### src/include/hub_port_pkg.sv
// Package with register map, field positions and timing for the hub port power block
package hub_port_pkg;

  // ----------------------------------------------------------------
  // Sizes
  // ----------------------------------------------------------------
  localparam int NUM_PORTS  = 2;
  localparam int ADDR_WIDTH = 12;
  localparam int SYNC_WIDTH = 8;

  // ----------------------------------------------------------------
  // Register offsets (byte addresses)
  // ----------------------------------------------------------------
  localparam logic [11:0] CTRL_ADDR    = 12'h000;
  localparam logic [11:0] STATUS_ADDR  = 12'h004;
  localparam logic [11:0] OC_FLAG_ADDR = 12'h008;
  localparam logic [11:0] STRAP_ADDR   = 12'h00C;

  // ----------------------------------------------------------------
  // Field positions and reset values
  // ----------------------------------------------------------------
  localparam int CTRL_POWER_LSB      = 0;
  localparam int CTRL_SENSE_LSB      = 2;
  localparam int STATUS_DISABLED_LSB = 0;
  localparam int STATUS_POWER_LSB    = 2;
  localparam int STATUS_VBUS_BIT     = 4;
  localparam int STATUS_CONNECT_BIT  = 5;
  localparam int STRAP_DPLUS_LSB     = 0;
  localparam int STRAP_DMINUS_LSB    = 2;
  localparam logic [1:0] POWER_REQ_RESET  = 2'h0;
  localparam logic [1:0] SENSE_MODE_RESET = 2'h0;

  // ----------------------------------------------------------------
  // Synchroniser bit map and reset levels
  // ----------------------------------------------------------------
  localparam int SYNC_DPLUS_LSB  = 0;
  localparam int SYNC_DMINUS_LSB = 2;
  localparam int SYNC_VBUS_BIT   = 4;
  localparam int SYNC_RESET_BIT  = 5;
  localparam int SYNC_PIN_LSB    = 6;
  localparam logic [7:0] SYNC_RESET_VALUE = 8'hE0;

  // ----------------------------------------------------------------
  // Timing
  // ----------------------------------------------------------------
  localparam int CLOCK_HZ          = 50_000_000;
  localparam int RECONNECT_HOLD_US = 10;
  localparam int RECONNECT_HOLD_CYCLES =
    (RECONNECT_HOLD_US * (CLOCK_HZ / 1_000_000) < 1) ? 1 :
    RECONNECT_HOLD_US * (CLOCK_HZ / 1_000_000);
  localparam logic [9:0] HOLD_LOAD = 10'(RECONNECT_HOLD_CYCLES);
  localparam logic [2:0] STRAP_SETTLE_CYCLES = 3'h4;
  localparam logic       OC_ACTIVE_LEVEL     = 1'b0;

  // ----------------------------------------------------------------
  // Types and decoding
  // ----------------------------------------------------------------
  typedef enum logic [1:0] {UP_DETACHED, UP_HOLDOFF, UP_CONNECTED} upstream_state_type;

  function automatic logic port_disabled(input logic dplus, input logic dminus);
    return dplus & dminus;
  endfunction : port_disabled

  function automatic logic addr_known(input logic [11:0] addr);
    return (addr == CTRL_ADDR) || (addr == STATUS_ADDR) ||
           (addr == OC_FLAG_ADDR) || (addr == STRAP_ADDR);
  endfunction : addr_known

endpackage : hub_port_pkg

### src/hdl/input_sync3.sv
// Three-stage input synchroniser with agreement filter
`timescale 1ns/1ns
module input_sync3 #(
  parameter int               WIDTH       = 8,
  parameter logic [WIDTH-1:0] RESET_VALUE = '0
) (
  input  wire logic             pclk,
  input  wire logic             presetn,
  input  wire logic [WIDTH-1:0] raw,
  output logic      [WIDTH-1:0] stable
);

  logic [WIDTH-1:0] stage1;
  logic [WIDTH-1:0] stage2;
  logic [WIDTH-1:0] stage3;

  // Stage one feeds stage two only, to keep metastability contained
  always_ff @(posedge pclk or negedge presetn) begin
    if (!presetn) begin
      stage1 <= RESET_VALUE;
      stage2 <= RESET_VALUE;
      stage3 <= RESET_VALUE;
      stable <= RESET_VALUE;
    end else begin
      stage1 <= raw;
      stage2 <= stage1;
      stage3 <= stage2;
      stable <= (~(stage2 ^ stage3) & stage3) | ((stage2 ^ stage3) & stable);
    end
  end

endmodule : input_sync3

### src/hdl/hub_port_power_ctl.sv
// Hub downstream port power, strap capture and upstream power tracking
// Functional notes
// - Latch straps at power-on and reset release
// - Port disable from both straps together
// - Upstream power detect gates upstream connection
// - Power detect toggle forces renegotiation, no reset
// - Output mode: high enables port power
// - Input mode: pin reports overcurrent
`timescale 1ns/1ns
module hub_port_power_ctl
  import hub_port_pkg::*;
(
  input  wire logic        pclk,
  input  wire logic        presetn,
  input  wire logic        psel,
  input  wire logic        penable,
  input  wire logic        pwrite,
  input  wire logic [11:0] paddr,
  input  wire logic [31:0] pwdata,
  output logic      [31:0] prdata,
  output logic             pready,
  output logic             pslverr,
  input  wire logic        ext_reset_n,
  input  wire logic [1:0]  port_dplus_disable_strap,
  input  wire logic [1:0]  port_dminus_disable_strap,
  input  wire logic        upstream_power_detect,
  input  wire logic        port1_power_ctl_in,
  output logic             port1_power_ctl_out,
  output logic             port1_power_ctl_oe,
  input  wire logic        port2_power_ctl_in,
  output logic             port2_power_ctl_out,
  output logic             port2_power_ctl_oe,
  output logic             upstream_connect,
  output logic [1:0]       port_overcurrent,
  output logic [1:0]       port_disabled_out
);

  // ----------------------------------------------------------------
  // Declarations
  // ----------------------------------------------------------------
  logic [SYNC_WIDTH-1:0] sync_raw;
  logic [SYNC_WIDTH-1:0] sync_val;
  logic [1:0]            strap_dplus;
  logic [1:0]            strap_dminus;
  logic                  por_pending;
  logic [2:0]            settle_count;
  logic                  ext_prev;
  logic                  strap_capture;
  logic                  ext_in_reset;
  logic                  vbus;
  logic [1:0]            pin_sync;
  logic [1:0]            power_req;
  logic [1:0]            sense_mode;
  logic [1:0]            oc_flag;
  logic [1:0]            oc_event;
  logic [1:0]            disabled;
  logic [1:0]            power_on;
  logic [1:0]            pin_oe;
  logic [1:0]            next_power_on;
  upstream_state_type    up_state;
  upstream_state_type    next_up_state;
  logic [9:0]            hold_count;
  logic                  vbus_prev;
  logic                  wr_access;
  logic [31:0]           read_value;

  // ----------------------------------------------------------------
  // Pin synchronisers
  // ----------------------------------------------------------------
  assign sync_raw = {port2_power_ctl_in, port1_power_ctl_in, ext_reset_n,
                     upstream_power_detect, port_dminus_disable_strap,
                     port_dplus_disable_strap};

  input_sync3 #(.WIDTH(SYNC_WIDTH), .RESET_VALUE(SYNC_RESET_VALUE)) u_sync (
    .pclk    (pclk),
    .presetn (presetn),
    .raw     (sync_raw),
    .stable  (sync_val)
  );

  assign ext_in_reset = ~sync_val[SYNC_RESET_BIT];
  assign vbus         = sync_val[SYNC_VBUS_BIT];
  assign pin_sync     = sync_val[SYNC_PIN_LSB +: 2];

  // ----------------------------------------------------------------
  // Strap capture
  // ----------------------------------------------------------------
  // Power-on capture waits for the synchroniser to fill with real pin levels
  assign strap_capture = (por_pending && settle_count == STRAP_SETTLE_CYCLES) ||
                         (!ext_prev && sync_val[SYNC_RESET_BIT]);

  always_ff @(posedge pclk or negedge presetn) begin
    if (!presetn) begin
      por_pending  <= 1'b1;
      settle_count <= 3'h0;
      ext_prev     <= 1'b1;
    end else begin
      ext_prev <= sync_val[SYNC_RESET_BIT];
      if (strap_capture) begin
        por_pending <= 1'b0;
      end
      if (por_pending && settle_count != STRAP_SETTLE_CYCLES) begin
        settle_count <= settle_count + 3'h1;
      end
    end
  end

  always_ff @(posedge pclk or negedge presetn) begin
    if (!presetn) begin
      strap_dplus  <= 2'h0;
      strap_dminus <= 2'h0;
    end else if (strap_capture) begin
      strap_dplus  <= sync_val[SYNC_DPLUS_LSB +: 2];
      strap_dminus <= sync_val[SYNC_DMINUS_LSB +: 2];
    end
  end

  // ----------------------------------------------------------------
  // Upstream connection
  // ----------------------------------------------------------------
  always_comb begin
    next_up_state = up_state;
    case (up_state)
      UP_DETACHED: begin
        if (vbus) begin
          next_up_state = UP_HOLDOFF;
        end
      end
      UP_HOLDOFF: begin
        if (!vbus) begin
          next_up_state = UP_DETACHED;
        end else if (hold_count == 10'h001) begin
          next_up_state = UP_CONNECTED;
        end
      end
      UP_CONNECTED: begin
        // Any toggle drops the link; the holdoff then renegotiates it
        if (!vbus || vbus != vbus_prev) begin
          next_up_state = UP_DETACHED;
        end
      end
      default: next_up_state = UP_DETACHED;
    endcase
    if (ext_in_reset) begin
      next_up_state = UP_DETACHED;
    end
  end

  always_ff @(posedge pclk or negedge presetn) begin
    if (!presetn) begin
      up_state         <= UP_DETACHED;
      hold_count       <= 10'h000;
      vbus_prev        <= 1'b0;
      upstream_connect <= 1'b0;
    end else begin
      up_state         <= next_up_state;
      vbus_prev        <= vbus;
      upstream_connect <= (next_up_state == UP_CONNECTED);
      if (next_up_state == UP_HOLDOFF && up_state != UP_HOLDOFF) begin
        hold_count <= HOLD_LOAD;
      end else if (hold_count != 10'h000) begin
        hold_count <= hold_count - 10'h001;
      end
    end
  end

  // ----------------------------------------------------------------
  // Per-port power and overcurrent
  // ----------------------------------------------------------------
  assign wr_access = psel && penable && pready && pwrite && addr_known(paddr);

  for (genvar i = 0; i < NUM_PORTS; i++) begin : g_port
    assign disabled[i] = port_disabled(strap_dplus[i], strap_dminus[i]);
    // Pin is only read as a report while sense_mode selects input mode, one cycle before pin_oe releases it
    assign oc_event[i] = sense_mode[i] && pin_sync[i] == OC_ACTIVE_LEVEL;
    assign next_power_on[i] = power_req[i] && !disabled[i] && !oc_flag[i] &&
                              !oc_event[i] && !ext_in_reset;

    always_ff @(posedge pclk or negedge presetn) begin
      if (!presetn) begin
        power_on[i] <= 1'b0;
        pin_oe[i]   <= 1'b1;
        oc_flag[i]  <= 1'b0;
      end else begin
        power_on[i] <= next_power_on[i];
        pin_oe[i]   <= !sense_mode[i];
        // A new event wins over a clear in the same cycle
        oc_flag[i]  <= (oc_flag[i] && !(wr_access && paddr == OC_FLAG_ADDR && pwdata[i])) ||
                       oc_event[i];
      end
    end

  end

  always_ff @(posedge pclk or negedge presetn) begin
    if (!presetn) begin
      port1_power_ctl_out <= 1'b0;
      port2_power_ctl_out <= 1'b0;
      port1_power_ctl_oe  <= 1'b1;
      port2_power_ctl_oe  <= 1'b1;
      port_overcurrent    <= 2'h0;
      port_disabled_out   <= 2'h0;
    end else begin
      port1_power_ctl_out <= next_power_on[0];
      port2_power_ctl_out <= next_power_on[1];
      port1_power_ctl_oe  <= !sense_mode[0];
      port2_power_ctl_oe  <= !sense_mode[1];
      port_overcurrent    <= oc_flag | oc_event;
      port_disabled_out   <= disabled;
    end
  end

  // ----------------------------------------------------------------
  // APB slave
  // ----------------------------------------------------------------
  always_ff @(posedge pclk or negedge presetn) begin
    if (!presetn) begin
      power_req  <= POWER_REQ_RESET;
      sense_mode <= SENSE_MODE_RESET;
    end else if (wr_access && paddr == CTRL_ADDR) begin
      power_req  <= pwdata[CTRL_POWER_LSB +: 2];
      sense_mode <= pwdata[CTRL_SENSE_LSB +: 2];
    end
  end

  always_comb begin
    read_value = 32'h0000_0000;
    case (paddr)
      CTRL_ADDR: begin
        read_value[CTRL_POWER_LSB +: 2] = power_req;
        read_value[CTRL_SENSE_LSB +: 2] = sense_mode;
      end
      STATUS_ADDR: begin
        read_value[STATUS_DISABLED_LSB +: 2] = disabled;
        read_value[STATUS_POWER_LSB +: 2]    = power_on;
        read_value[STATUS_VBUS_BIT]          = vbus;
        read_value[STATUS_CONNECT_BIT]       = upstream_connect;
      end
      OC_FLAG_ADDR: read_value[1:0] = oc_flag;
      STRAP_ADDR: begin
        read_value[STRAP_DPLUS_LSB +: 2]  = strap_dplus;
        read_value[STRAP_DMINUS_LSB +: 2] = strap_dminus;
      end
      default: read_value = 32'h0000_0000;
    endcase
  end

  // Answer is prepared in the setup cycle, so every access phase takes one cycle
  always_ff @(posedge pclk or negedge presetn) begin
    if (!presetn) begin
      pready  <= 1'b0;
      pslverr <= 1'b0;
      prdata  <= 32'h0000_0000;
    end else if (psel && !penable) begin
      pready  <= 1'b1;
      pslverr <= !addr_known(paddr);
      prdata  <= pwrite ? 32'h0000_0000 : read_value;
    end else begin
      pready  <= 1'b0;
      pslverr <= 1'b0;
    end
  end
endmodule : hub_port_power_ctl

### config.mk
export PLATFORM = sky130hd
export DESIGN_NAME = hub_port_power_ctl
export DESIGN_NICKNAME = d
export VERILOG_FILES = /design/src/include/hub_port_pkg.sv /design/src/hdl/input_sync3.sv /design/src/hdl/hub_port_power_ctl.sv
export SDC_FILE = /design/constraint.sdc
export NUM_CORES = 1
export LEC_CHECK = 0
export BUFFER_PORTS_ARGS = -buffer_cell sky130_fd_sc_hd__buf_4
export CORE_UTILIZATION = 50
export DETAILED_ROUTE_END_ITERATION = 10
export PLACE_DENSITY = 0.81
export SYNTH_ARGS = -nofsm -noshare
export SYNTH_HDL_FRONTEND = slang
export SYNTH_SLANG_ARGS = --single-unit
### constraint.sdc
create_clock -name pclk -period 2.45 [get_ports pclk]
set_input_delay 0.245 -clock pclk [delete_from_list [all_inputs] [get_ports pclk]]
set_output_delay 0.245 -clock pclk [all_outputs]
set_load 0.01 [all_outputs]
======== Word-level counts from Yosys, hierarchy flattened ========
Cells that the tools add are included.
Widths: inputs -> output; s select.
storage, ports and cells
  register bits ........................... 103
  output and inout bits ................... 43
  word-level logic and storage cells ...... 114
cells by class
  add/sub/neg operators ................... 2
  eq/ne operators ......................... 12
  mux-type cells .......................... 14
  bitwise logic cells ..................... 10
  reductions and logical operators ........ 50
operators by type and width
  kind                   count
  $logic_and 1x1->1      25
  $eq 12x4->1 const B    2
  $mux 10                2
  $and 8x8->8            2
  $logic_not 1->1        14
  $eq 12x3->1 const B    1
  $logic_not 12->1       1
  $mux 2                 6
  $pmux 2 s3             2
  $eq 10x1->1 const B    1
  $reduce_bool 10->1     1
  $sub 10x1->10 const B  1
  $not 8->8              1
  $or 8x8->8             1
  $pmux 2 s4             1
  $xor 8x8->8            1
  $logic_or 1x1->1       7
  $mux 6                 1
  $eq 2x1->1 const B     2
  $eq 2x2->1 const B     2
  $add 3x1->3 const B    1
  $eq 3x3->1 const B     1
  $ne 3x3->1 const B     1
  $and 1x1->1            2
  7 further kinds        9

======== Depth between registers and ports, before layout ========
Gate-level depths: netlist (run 1).
  depth in word-level cells ............... 10
  depth in mapped cells ................... 6

======== Cells and area by module ========
A second synthesis (run 1) with hierarchy kept.
second synthesis, totals
  cells, all modules ...................... 248
  area, all modules ....................... 3,141.8 µm²
by module, submodules not included
  module              instances  cells an instance  area an instance (µm²)
  hub_port_power_ctl  1          208                2,235.9
  input_sync3         1          40                 905.9

======== Worst setup path before layout (run 1) ========
OpenSTA, ideal clock, no wires.
  path kind ............................... register -> register
  start ................................... reg hold_count[0]
  end ..................................... reg hold_count[6]
  setup time .............................. 120 ps
  arrival time ............................ 1,629 ps
  required time ........................... 2,330 ps
  slack ................................... 701 ps
  stages on the path, launching flop included .. 7
  path buffers ............................ 0
  clock period less this slack ............ 1,749 ps
  cells stage by stage .................... dfrtp_1 inv_1 ha_1 or4b_1 a211oi_1 xnor2_1 nand2_1
on the way
  word-level cells in the longest chain between the ends .. 8
  elaborated cells on any way between the ends .. 12
RTL lines
  what                                          RTL line                   source
  from (decl)                                   hub_port_power_ctl.sv:62   logic [9:0] hold_count;
  from (signal assigned)                        hub_port_power_ctl.sv:162  hold_count <= hold_count - 10'h001;
  $eq 10x1->1                                   hub_port_power_ctl.sv:132  end else if (hold_count == 10'h001) begin
  $mux 2                                        hub_port_power_ctl.sv:132
  $mux 2                                        hub_port_power_ctl.sv:130  if (!vbus) begin
  $pmux 2 s3                                    hub_port_power_ctl.sv:123  case (up_state)
  $mux 2                                        hub_port_power_ctl.sv:144  if (ext_in_reset) begin
  $eq 2x1->1                                    hub_port_power_ctl.sv:159  if (next_up_state == UP_HOLDOFF && up_state != UP_HOLDOFF) begin
  $logic_and 1x1->1                             hub_port_power_ctl.sv:159
  $mux 10 or $reduce_bool 2->1 (tied branches)  --
Parallel ways exist; a longest one is shown, timed or not. The select of a mux whose other input is x is not followed.
A chain may end at the register's enable or synchronous reset.

======== Worst setup path in the final report (run 1) ========
Ends and elaborated chain as after synthesis.

==> out/metrics.yaml, run 1 <==
clockPowerShare: 0.302
avgViaCountPerCell: 4.961
fp.coreArea_sq_um: 5991
diodes: 0
rsz0062_at_grt: "no"
grt-ovfl-total: 0
met3_usage: 0.03708
yosys_warnings: 0
place_congestion: 0.7468
clk-insertion-delay-late_ps: 340
p_per_area_nw_per_um2: 723.7
cts_tree: "yes"
sw_frac_of_total: 0.2760
yosysTopAreaCell: "dfrtp_1"
fin_crit_sh: 0.7788
numPortBuffers: 45
fin_util: 0.6168
ys_seq_area_frac: 0.6219
num_vias: 1920
die_h_um: 81.13
synth_edf_count: 0
clockBufferDepth: 2
worstPathArrival_ps: 2140
num_rows: 28
cp-start-kind: "flop"
switchingPower_mw: 0.7379
dp_cells: 363
crit_family: "simple AND/OR/NAND/NOR gates"
post-place-ws_ps: 557.1
critPathKind: "flop to flop"
yosysMostFrequentCell: "dfrtp_1"
fin_cells: 387
num-fill-cells: 482
fin_crit_ps: 1908
netlist_instances: 247
synthFlopType: "dfrtp_1"
hold_path.class: "primary input to asynchronous set/reset pin"
final_nets: 369
dp_hpwl_um: 3397
synth_area_per_cell_sq_um: 12.67
clock-root-buffer: "clkbuf_8"
route.detailed.drc: 0
grtUsageTotal: 0.1697
numCtsBuffers: 9
die_area_sq_um: 6581
clk_pin_slew_worst_paths_ps: 80
grt_pass1_vias: 1820
clock-sinks: 77
slowest_stage: "or4b_1"
htree_num_levels: 3
crit_chain: "inv_1 > ha_1 > or4b_1 > a211oi_1 > xnor2_1 > nand2_1"
r2r-start: "hold_count[0]"
critPathBufInv: 1
slew_viol_final: 0
crit_cells: 6
yosysTopAreaCellShare: 0.4876
ys_ff_latch: 77
endpoint: "hold_count[6]"
met2_usage: 0.2647
slew_headroom: 0.3875
outcome: "complete, no violations"
rr_worst_depth: 6
max_freq_ghz: 0.5241
firstDrtPassIters: 4
fin_setup_tns_ps: 0
use_met1: 0.2235
cp-startpoint: "hold_count[0]"
drive_gt1_frac: 0.2917
syn2layout_area_growth_pct: 18.03
io_pins: 100
seq_power_share: 0.560
setup_viol: 0
initial_core_util: 0.5226
slowest_delay_ps: 520
final.setup_skew_ps: 5.304
grt_start_max_net_pins: 78
crit_path_end_kind: "flop"
power.internal_mw: 1.936
synthDistinctLibCells: 44
cts-resized-gates: 0
synthTopCellsByArea: "dfrtp_1, dfstp_2, buf_4"
grt_antenna_before_repair: 0
ant_nets: 0
final_area_sq_um: 3695
worstReg2RegEnd: "hold_count[6]"
vdd_drop_max_uv: 339.7
maxCapViolCount: 0
wl_per_cell_um: 12.82
postSynth.asyncResetShare: 1.000
grt_first_pass_wirelength_um: 8335
cp.required_ps: 2680
setup_ws_ps: 541.9
routed_wl_um: 4963
p_leak_nw: 1.690
die_x_um: 81.13
dpl-instance-area_sq_um: 3448
p_comb_frac: 0.137
busiest_layer: "met2"
hold_violations: 0
yosys-top-cells-count: "dfrtp_1, buf_4, nor2_1"
drt_iter0_markers: 142
worst_pin_slew_ps: 918.8
r2r_slack_ps: 540
synth_area_sq_um: 3131
crit_fanout: 4
## logic make-up after synthesis
| logic type | Yosys count | share of synthesized area |
|---|---|---|
| xor+xnor | 6 | 0.01679 |
| fa+ha+maj | 13 | 0.04556 |
| compound gates | 29 | 0.06395 |
| mux | 13 | 0.04556 |
| flops | 77 | 0.6219 |
| simple gates | 71 | 0.1291 |
| other cells | 1 | 0.001198 |
| buf+inv | 37 | 0.07594 |
## cells in the final DEF, fill, tap and decap left out, types with 6 or more instances in the layout
cell type,count
clkbuf_8,9
dfrtp_1,61
mux2_2,6
xnor2_1,6
maj3_1,8
conb_1,26
dlygate4sd3_1,8
nor2_1,17
buf_4,45
inv_1,8
nand2_1,10
o21ai_0,8
dfstp_2,16
## per-stage QoR
stage	power (mW)	hold WS, ps
2_1_floorplan	1.767	-50.59
3_3_place_gp	1.861	332.2
3_5_place_dp	1.878	334.7
4_1_cts	2.697	69.02
5_1_grt	2.819	113.3
6_report	2.674	40.81
## final cells by class
| class | instances | area, sq um | area share |
|---|---|---|---|
| Clock buffer | 9 | 123.9 | 0.03353 |
| Clock inverter | 7 | 42.54 | 0.01151 |
| Inverter | 8 | 30.03 | 0.008127 |
| Multi-Input combinational cell | 158 | 1040 | 0.2814 |
| Sequential cell | 77 | 1947 | 0.5269 |
| Tap cell | 75 | 93.84 | 0.02540 |
| Timing Repair Buffer | 53 | 417.9 | 0.1131 |
## power by group through the flow
| stage | sequential (mW) | clock [mW] | combinational (mW) |
|---|---|---|---|
| floorplan | 1.50 | 0 | 0.268 |
| global placement | 1.51 | 0 | 0.346 |
| detailed placement | 1.52 | 0 | 0.357 |
| CTS | 1.50 | 0.831 | 0.369 |
| global route | 1.52 | 0.886 | 0.417 |
| finish | 1.50 | 0.809 | 0.367 |
## worst min path at each step
stage                                       to  cells after the start  slack [ps]        startpoint
floorplan           asynchronous set/reset pin                      0         -50           presetn
global placement              u_sync.stage2[0]                      0         330  u_sync.stage1[0]
detailed placement            u_sync.stage2[4]                      0         330  u_sync.stage1[4]
CTS                           u_sync.stage1[0]                      1          70           presetn
global route                     sense_mode[0]                      2         110         pwdata[2]
finish                        u_sync.stage2[0]                      1          40           presetn
## what timing repair did
action / 4_1_cts / 5_1_grt
hold endpoints to repair: 8 / 0
hold buffers: 8 / 0
setup buffers: 0 / 0
## worst register-to-register path, cell delays in order (launching register included)
cell and delay (ps):
dfrtp_1 410, inv_1 130, ha_1 230, or4b_1 520, a211oi_1 300, xnor2_1 150, nand2_1 70
## per-layer routing
layer / up-vias / wire length, um
met5: - / 0
met4: 0 / 85
met3: 8 / 254
met2: 67 / 2305
met1: 919 / 2317
li1: 926 / -
Note: power is estimated with default switching activity, not from simulation.
==> run 2, diff against run 1 <==
clock period = 1.93 ns   (was 2.45 ns; I/O delays follow)
==> run 2 against run 1 <==
  * Total power up 39%
  * Global-route usage up 0.43 points
  * Maximum frequency up 1.4%
  * Critical path type unchanged
  * Largest power group unchanged
==> out/metrics.yaml, run 2 (synthesized netlist as in run 1, its figures left out) <==
outcome: "complete, no violations"
grt_first_pass_wirelength_um: 8328  # about the same
dp_cells: 364  # +0.28%
diodes: 0  # unchanged
crit_fanout: 6  # +2
initial_core_util: 0.5226  # unchanged
die_x_um: 81.13  # unchanged
crit_path_end_kind: "flop"
num_vias: 1968  # +2.5%
r2r_slack_ps: 50  # -490 ps
use_met1: 0.2185  # -0.005078
final.setup_skew_ps: 9.090  # +3.786 ps
avgViaCountPerCell: 5.033  # +1.5%
final_area_sq_um: 3815  # +3.3%
fin_cells: 391  # +1.0%
grt_antenna_before_repair: 0  # unchanged
route.detailed.drc: 0  # unchanged
worstReg2RegEnd: "hold_count[1]"
slew_viol_final: 0  # unchanged
rr_worst_depth: 6  # unchanged
htree_num_levels: 3  # unchanged
numCtsBuffers: 9  # unchanged
dpl-instance-area_sq_um: 3468  # +0.58%
clockBufferDepth: 2  # unchanged
firstDrtPassIters: 4  # unchanged
worstHoldPathCells: 2
wl_per_cell_um: 13.36  # +4.1%
p_leak_nw: 1.745  # +3.3%
met3_usage: 0.06180  # +0.02472
hold_violations: 0  # unchanged
drt_iter0_markers: 146  # +2.8%
setup_viol: 0  # unchanged
busiest_layer: "met2"
clk-insertion-delay-late_ps: 340  # about the same
ant_nets: 0  # unchanged
worstHoldStart: "pwdata[2]"
r2r-start: "hold_count[0]"
cp-start-kind: "flop"
final_nets: 373  # +1.1%
syn2layout_area_growth_pct: 21.86
max_freq_ghz: 0.5316  # +1.4%
maxCapViolCount: 0  # unchanged
grt_start_max_net_pins: 58  # -26%
worstHoldEndpoint: "sense_mode[0]"
layout_common_cells: "dfrtp_1, buf_4, conb_1"
dp_hpwl_um: 3570  # +5.1%
hold_path.class: "primary input to flop"
cts_tree: "yes"
worstPathArrival_ps: 2140  # about the same
num-fill-cells: 469  # -2.7%
grt-ovfl-total: 0  # unchanged
numPortBuffers: 45  # unchanged
worst_hold_slack_ps: 66.51  # +25.71 ps
routed_wl_um: 5222  # +5.2%
slew_headroom: 0.5454  # +0.1579
die_area_sq_um: 6581  # unchanged
clk_pin_slew_worst_paths_ps: 80  # about the same
fp.coreArea_sq_um: 5991  # unchanged
critPathKind: "flop to flop"
clock-sinks: 77  # unchanged
worst_pin_slew_ps: 675.7  # -243.1 ps
clock-root-buffer: "clkbuf_8"
fin_crit_ps: 1881  # -27.14 ps
p_per_area_nw_per_um2: 977.4  # +35%
drive_gt1_frac: 0.3196  # +0.02795
grt_pass1_vias: 1801  # -1.0%
die_h_um: 81.13  # unchanged
fin_crit_sh: 0.9746  # +0.1958
vdd_drop_max_uv: 620.5  # +83%
layout_commonest_cell: "dfrtp_1"
grtUsageTotal: 0.1740  # +0.004325
met2_usage: 0.2773  # +0.01261
num_rows: 28  # unchanged
place_congestion: 0.7391  # -1.0%
cp.required_ps: 2190  # -490 ps
io_pins: 100  # unchanged
-- run 2: changes by cell type in the layout (fill, tap and decap cells not counted), sizes merged --
cell / delta
clkbuf: +1
clkinvlp: -2
clkinv: -1
bufinv: +2
dlygate4sd3: +1
buf: +3
-- run 2: metrics by stage --
| step | worst slack, ps | utilization | setup TNS [ps] | total power [mW] |
|---|---|---|---|---|
| finish | 49.01 | 0.6368 | 0 | 3.729 |
| detailed placement | -1.457 | 0.5789 | -1.457 | 2.391 |
| global placement | 60.94 | 0.5789 | 0 | 2.367 |
| global route | -1.893 | 0.6368 | -1.893 | 3.911 |
| CTS | 2.288 | 0.6322 | 0 | 3.749 |
| floorplan | 181.5 | - | 0 | 2.243 |
-- run 2: critical path, stage by stage (launching register included) --
cell and delay, ps:
dfrtp_1 420, inv_2 110, ha_2 200, or4b_4 480, nor3_4 310, nor2b_1 100, a211oi_2 180
-- run 2: worst max path at each step --
stage,from,endpoint,slack (ps)
floorplan,hold_count[0],hold_count[6],180
finish,hold_count[0],hold_count[1],50
detailed placement,hold_count[1],hold_count[6],-1
global placement,hold_count[0],hold_count[6],60
global route,hold_count[1],hold_count[1],-2
CTS,hold_count[1],hold_count[1],2
-- run 2: what timing repair did --
item	in CTS	in global routing
hold endpoints to repair	28	0
cloned	0	0
pin swaps	0	1
hold buffers	9	0
gates resized for setup	1	6
setup endpoints to repair	1	5
setup buffers	0	2
-- run 2: power by group --
group | switching (mW) | total [mW] | internal, mW
combinational | 0.250 | 0.498 | 0.248
sequential | 0.147 | 1.92 | 1.77
clock | 0.551 | 1.31 | 0.760
total | 0.949 | 3.73 | 2.78
-- run 2: layout make-up --
type	instances	area, sq um	share of cell area
Sequential cell	77	1947	0.5103
Multi-Input combinational cell	158	1057	0.2771
Inverter	8	30.03	0.007871
Clock buffer	10	137.6	0.03608
Timing Repair Buffer	57	462.9	0.1214
Clock inverter	6	86.33	0.02263
Tap cell	75	93.84	0.02460
-- run 2: routing by layer --
| metal | share of wire | vias to the layer above |
|---|---|---|
| met3 | 0.063 | 11 |
| met2 | 0.47 | 71 |
| met1 | 0.45 | 946 |
| met5 | 0 | - |
| li1 | - | 940 |
| met4 | 0.018 | 0 |
==> run 3, diff against run 2 <==
CELL_PAD_IN_SITES_DETAIL_PLACEMENT = 2   (was not set)
CELL_PAD_IN_SITES_GLOBAL_PLACEMENT = 2   (was not set)
CORE_UTILIZATION = 32   (was 50)
PLACE_DENSITY = 0.8   (was 0.81)
==> run 3 against run 2 <==
  * Clock skew rose by 0.83 ps
  * Final area grew 1.8%
  * Register-to-register slack improved by 60 ps
==> out/metrics.yaml, run 3 (synthesized netlist as in run 1, its figures left out) <==
outcome: "complete, no violations"
slowest_stage: "or4b_1"
worstReg2RegEnd: "hold_count[6]"
met2_usage: 0.2571  # -0.02020
diodes: 0  # unchanged
crit_fanout: 3  # -3
syn2layout_area_growth_pct: 24.02
max_freq_ghz: 0.5502  # +3.5%
slowest_delay_ps: 530  # +50 ps
hold_path.class: "primary input to flop"
wl_per_cell_um: 15.69  # +17%
r2r-start: "hold_count[0]"
fp.coreArea_sq_um: 9371  # +56%
clk_pin_slew_worst_paths_ps: 100  # +20 ps
rr_worst_depth: 6  # unchanged
drive_gt1_frac: 0.3156  # -0.003995
r2r_slack_ps: 110  # +60 ps
crit_chain: "inv_1 > ha_1 > or4b_1 > a211oi_2 > xnor2_1 > nand2_1"
cp.required_ps: 2180  # about the same
grt_first_pass_wirelength_um: 11270  # +35%
clockBufferDepth: 2  # unchanged
drt_iter0_markers: 48  # -67%
hold_violations: 0  # unchanged
worstPathArrival_ps: 2070  # -70 ps
final_area_sq_um: 3882  # +1.8%
use_met1: 0.1682  # -0.05032
p_leak_nw: 1.757  # +0.69%
p_per_area_nw_per_um2: 959.0  # -1.9%
worstHoldStart: "pwdata[3]"
io_pins: 100  # unchanged
fin_crit_ps: 1818  # -63.32 ps
worst_pin_slew_ps: 588.2  # -87.53 ps
critPathBufInv: 1  # unchanged
cts_tree: "yes"
fin_util: 0.4143  # -0.2225
die_area_sq_um: 10180  # +55%
layout_commonest_cell: "dfrtp_1"
critPathKind: "flop to flop"
grt_antenna_before_repair: 0  # unchanged
vdd_drop_max_uv: 309.3  # -50%
slew_viol_final: 0  # unchanged
met3_usage: 0.04022  # -0.02158
place_congestion: 0.7850  # +6.2%
worstHoldEndpoint: "sense_mode[1]"
grtUsageTotal: 0.1486  # -0.02536
htree_num_levels: 3  # unchanged
crit_path_end_kind: "flop"
final.setup_skew_ps: 9.919  # +0.8290 ps
busiest_layer: "met2"
dp_cells: 421  # +16%
fin_crit_sh: 0.9418  # -0.03281
clk-insertion-delay-late_ps: 360  # +20 ps
maxCapViolCount: 0  # unchanged
grt_start_max_net_pins: 41  # -29%
num-fill-cells: 989  # +110%
dp_hpwl_um: 4784  # +34%
worstHoldPathCells: 2  # unchanged
cp-start-kind: "flop"
ant_nets: 0  # unchanged
crit_family: "simple AND/OR/NAND/NOR gates"
num_vias: 2076  # +5.5%
route.detailed.drc: 0  # unchanged
grt-ovfl-total: 0  # unchanged
fin_cells: 449  # +15%
numCtsBuffers: 9  # unchanged
dpl-instance-area_sq_um: 3558  # +2.6%
routed_wl_um: 7045  # +35%
num_rows: 35  # +25%
numPortBuffers: 45  # unchanged
clock-root-buffer: "clkbuf_8"
die_x_um: 100.9  # +24%
die_h_um: 100.9  # +24%
clock-sinks: 77  # unchanged
layout_common_cells: "dfrtp_1, buf_4, conb_1"
slew_headroom: 0.6043  # +0.05889
setup_viol: 0  # unchanged
grt_pass1_vias: 2266  # +26%
firstDrtPassIters: 4  # unchanged
initial_core_util: 0.3340  # -0.1885
final_nets: 377  # +1.1%
avgViaCountPerCell: 4.624  # -8.1%
## run 3: stage by stage
stage	hold slack (ps)	worst slack, ps	TNS [ps]	power [mW]
global route	19.64	-2.351	-2.351	3.908
global placement	204.7	57.36	0	2.407
finish	34.59	112.3	0	3.723
floorplan	-102.6	181.5	0	2.243
detailed placement	209.7	18.61	0	2.456
CTS	15.12	9.236	0	3.766
## run 3: report_power, final
part           leakage, nW  total (mW)  switching (mW)  internal [mW]
logic                0.729       0.531           0.275          0.256
clock network        0.101        1.27           0.699          0.573
registers            0.926        1.92           0.148           1.77
total                 1.76        3.72            1.12           2.60
## run 3: area by class of cell
| type | instances | area (sq um) | share of cell area |
|---|---|---|---|
| clock buffer | 10 | 148.9 | 0.03835 |
| sequential | 77 | 1947 | 0.5015 |
| tap | 129 | 161.4 | 0.04157 |
| multi-input combinational | 158 | 1049 | 0.2701 |
| inverter | 8 | 30.03 | 0.007734 |
| timing repair buffer | 61 | 493.0 | 0.1270 |
| clock inverter | 6 | 53.80 | 0.01386 |
## run 3: worst register-to-register path, stage by stage, from the launching register on
cell and delay [ps]:
dfrtp_1 390, inv_1 120, ha_1 190, or4b_1 530, a211oi_2 270, xnor2_1 150
nand2_1 70
## run 3: worst max-delay path by stage
stage / from / depth (start not counted) / to
CTS: hold_count[1] / 6 / hold_count[6]
detailed placement: hold_count[1] / 6 / hold_count[1]
global route: hold_count[0] / 6 / hold_count[6]
finish: hold_count[0] / 6 / hold_count[6]
floorplan: hold_count[0] / 6 / hold_count[6]
global placement: hold_count[1] / 6 / hold_count[1]
## run 3: timing repair
action                     4_1_cts  5_1_grt
hold buffers                     9        0
hold endpoints to repair        37        0
setup endpoints to repair        1        6
setup buffers                    3        0
pin swaps                        1        1
gates resized for setup          1        2
## run 3: metal layers
layer,vias up,part of all wire
met5,-,0
met4,0,0.022
met3,11,0.058
met2,77,0.50
met1,1047,0.42
li1,941,-
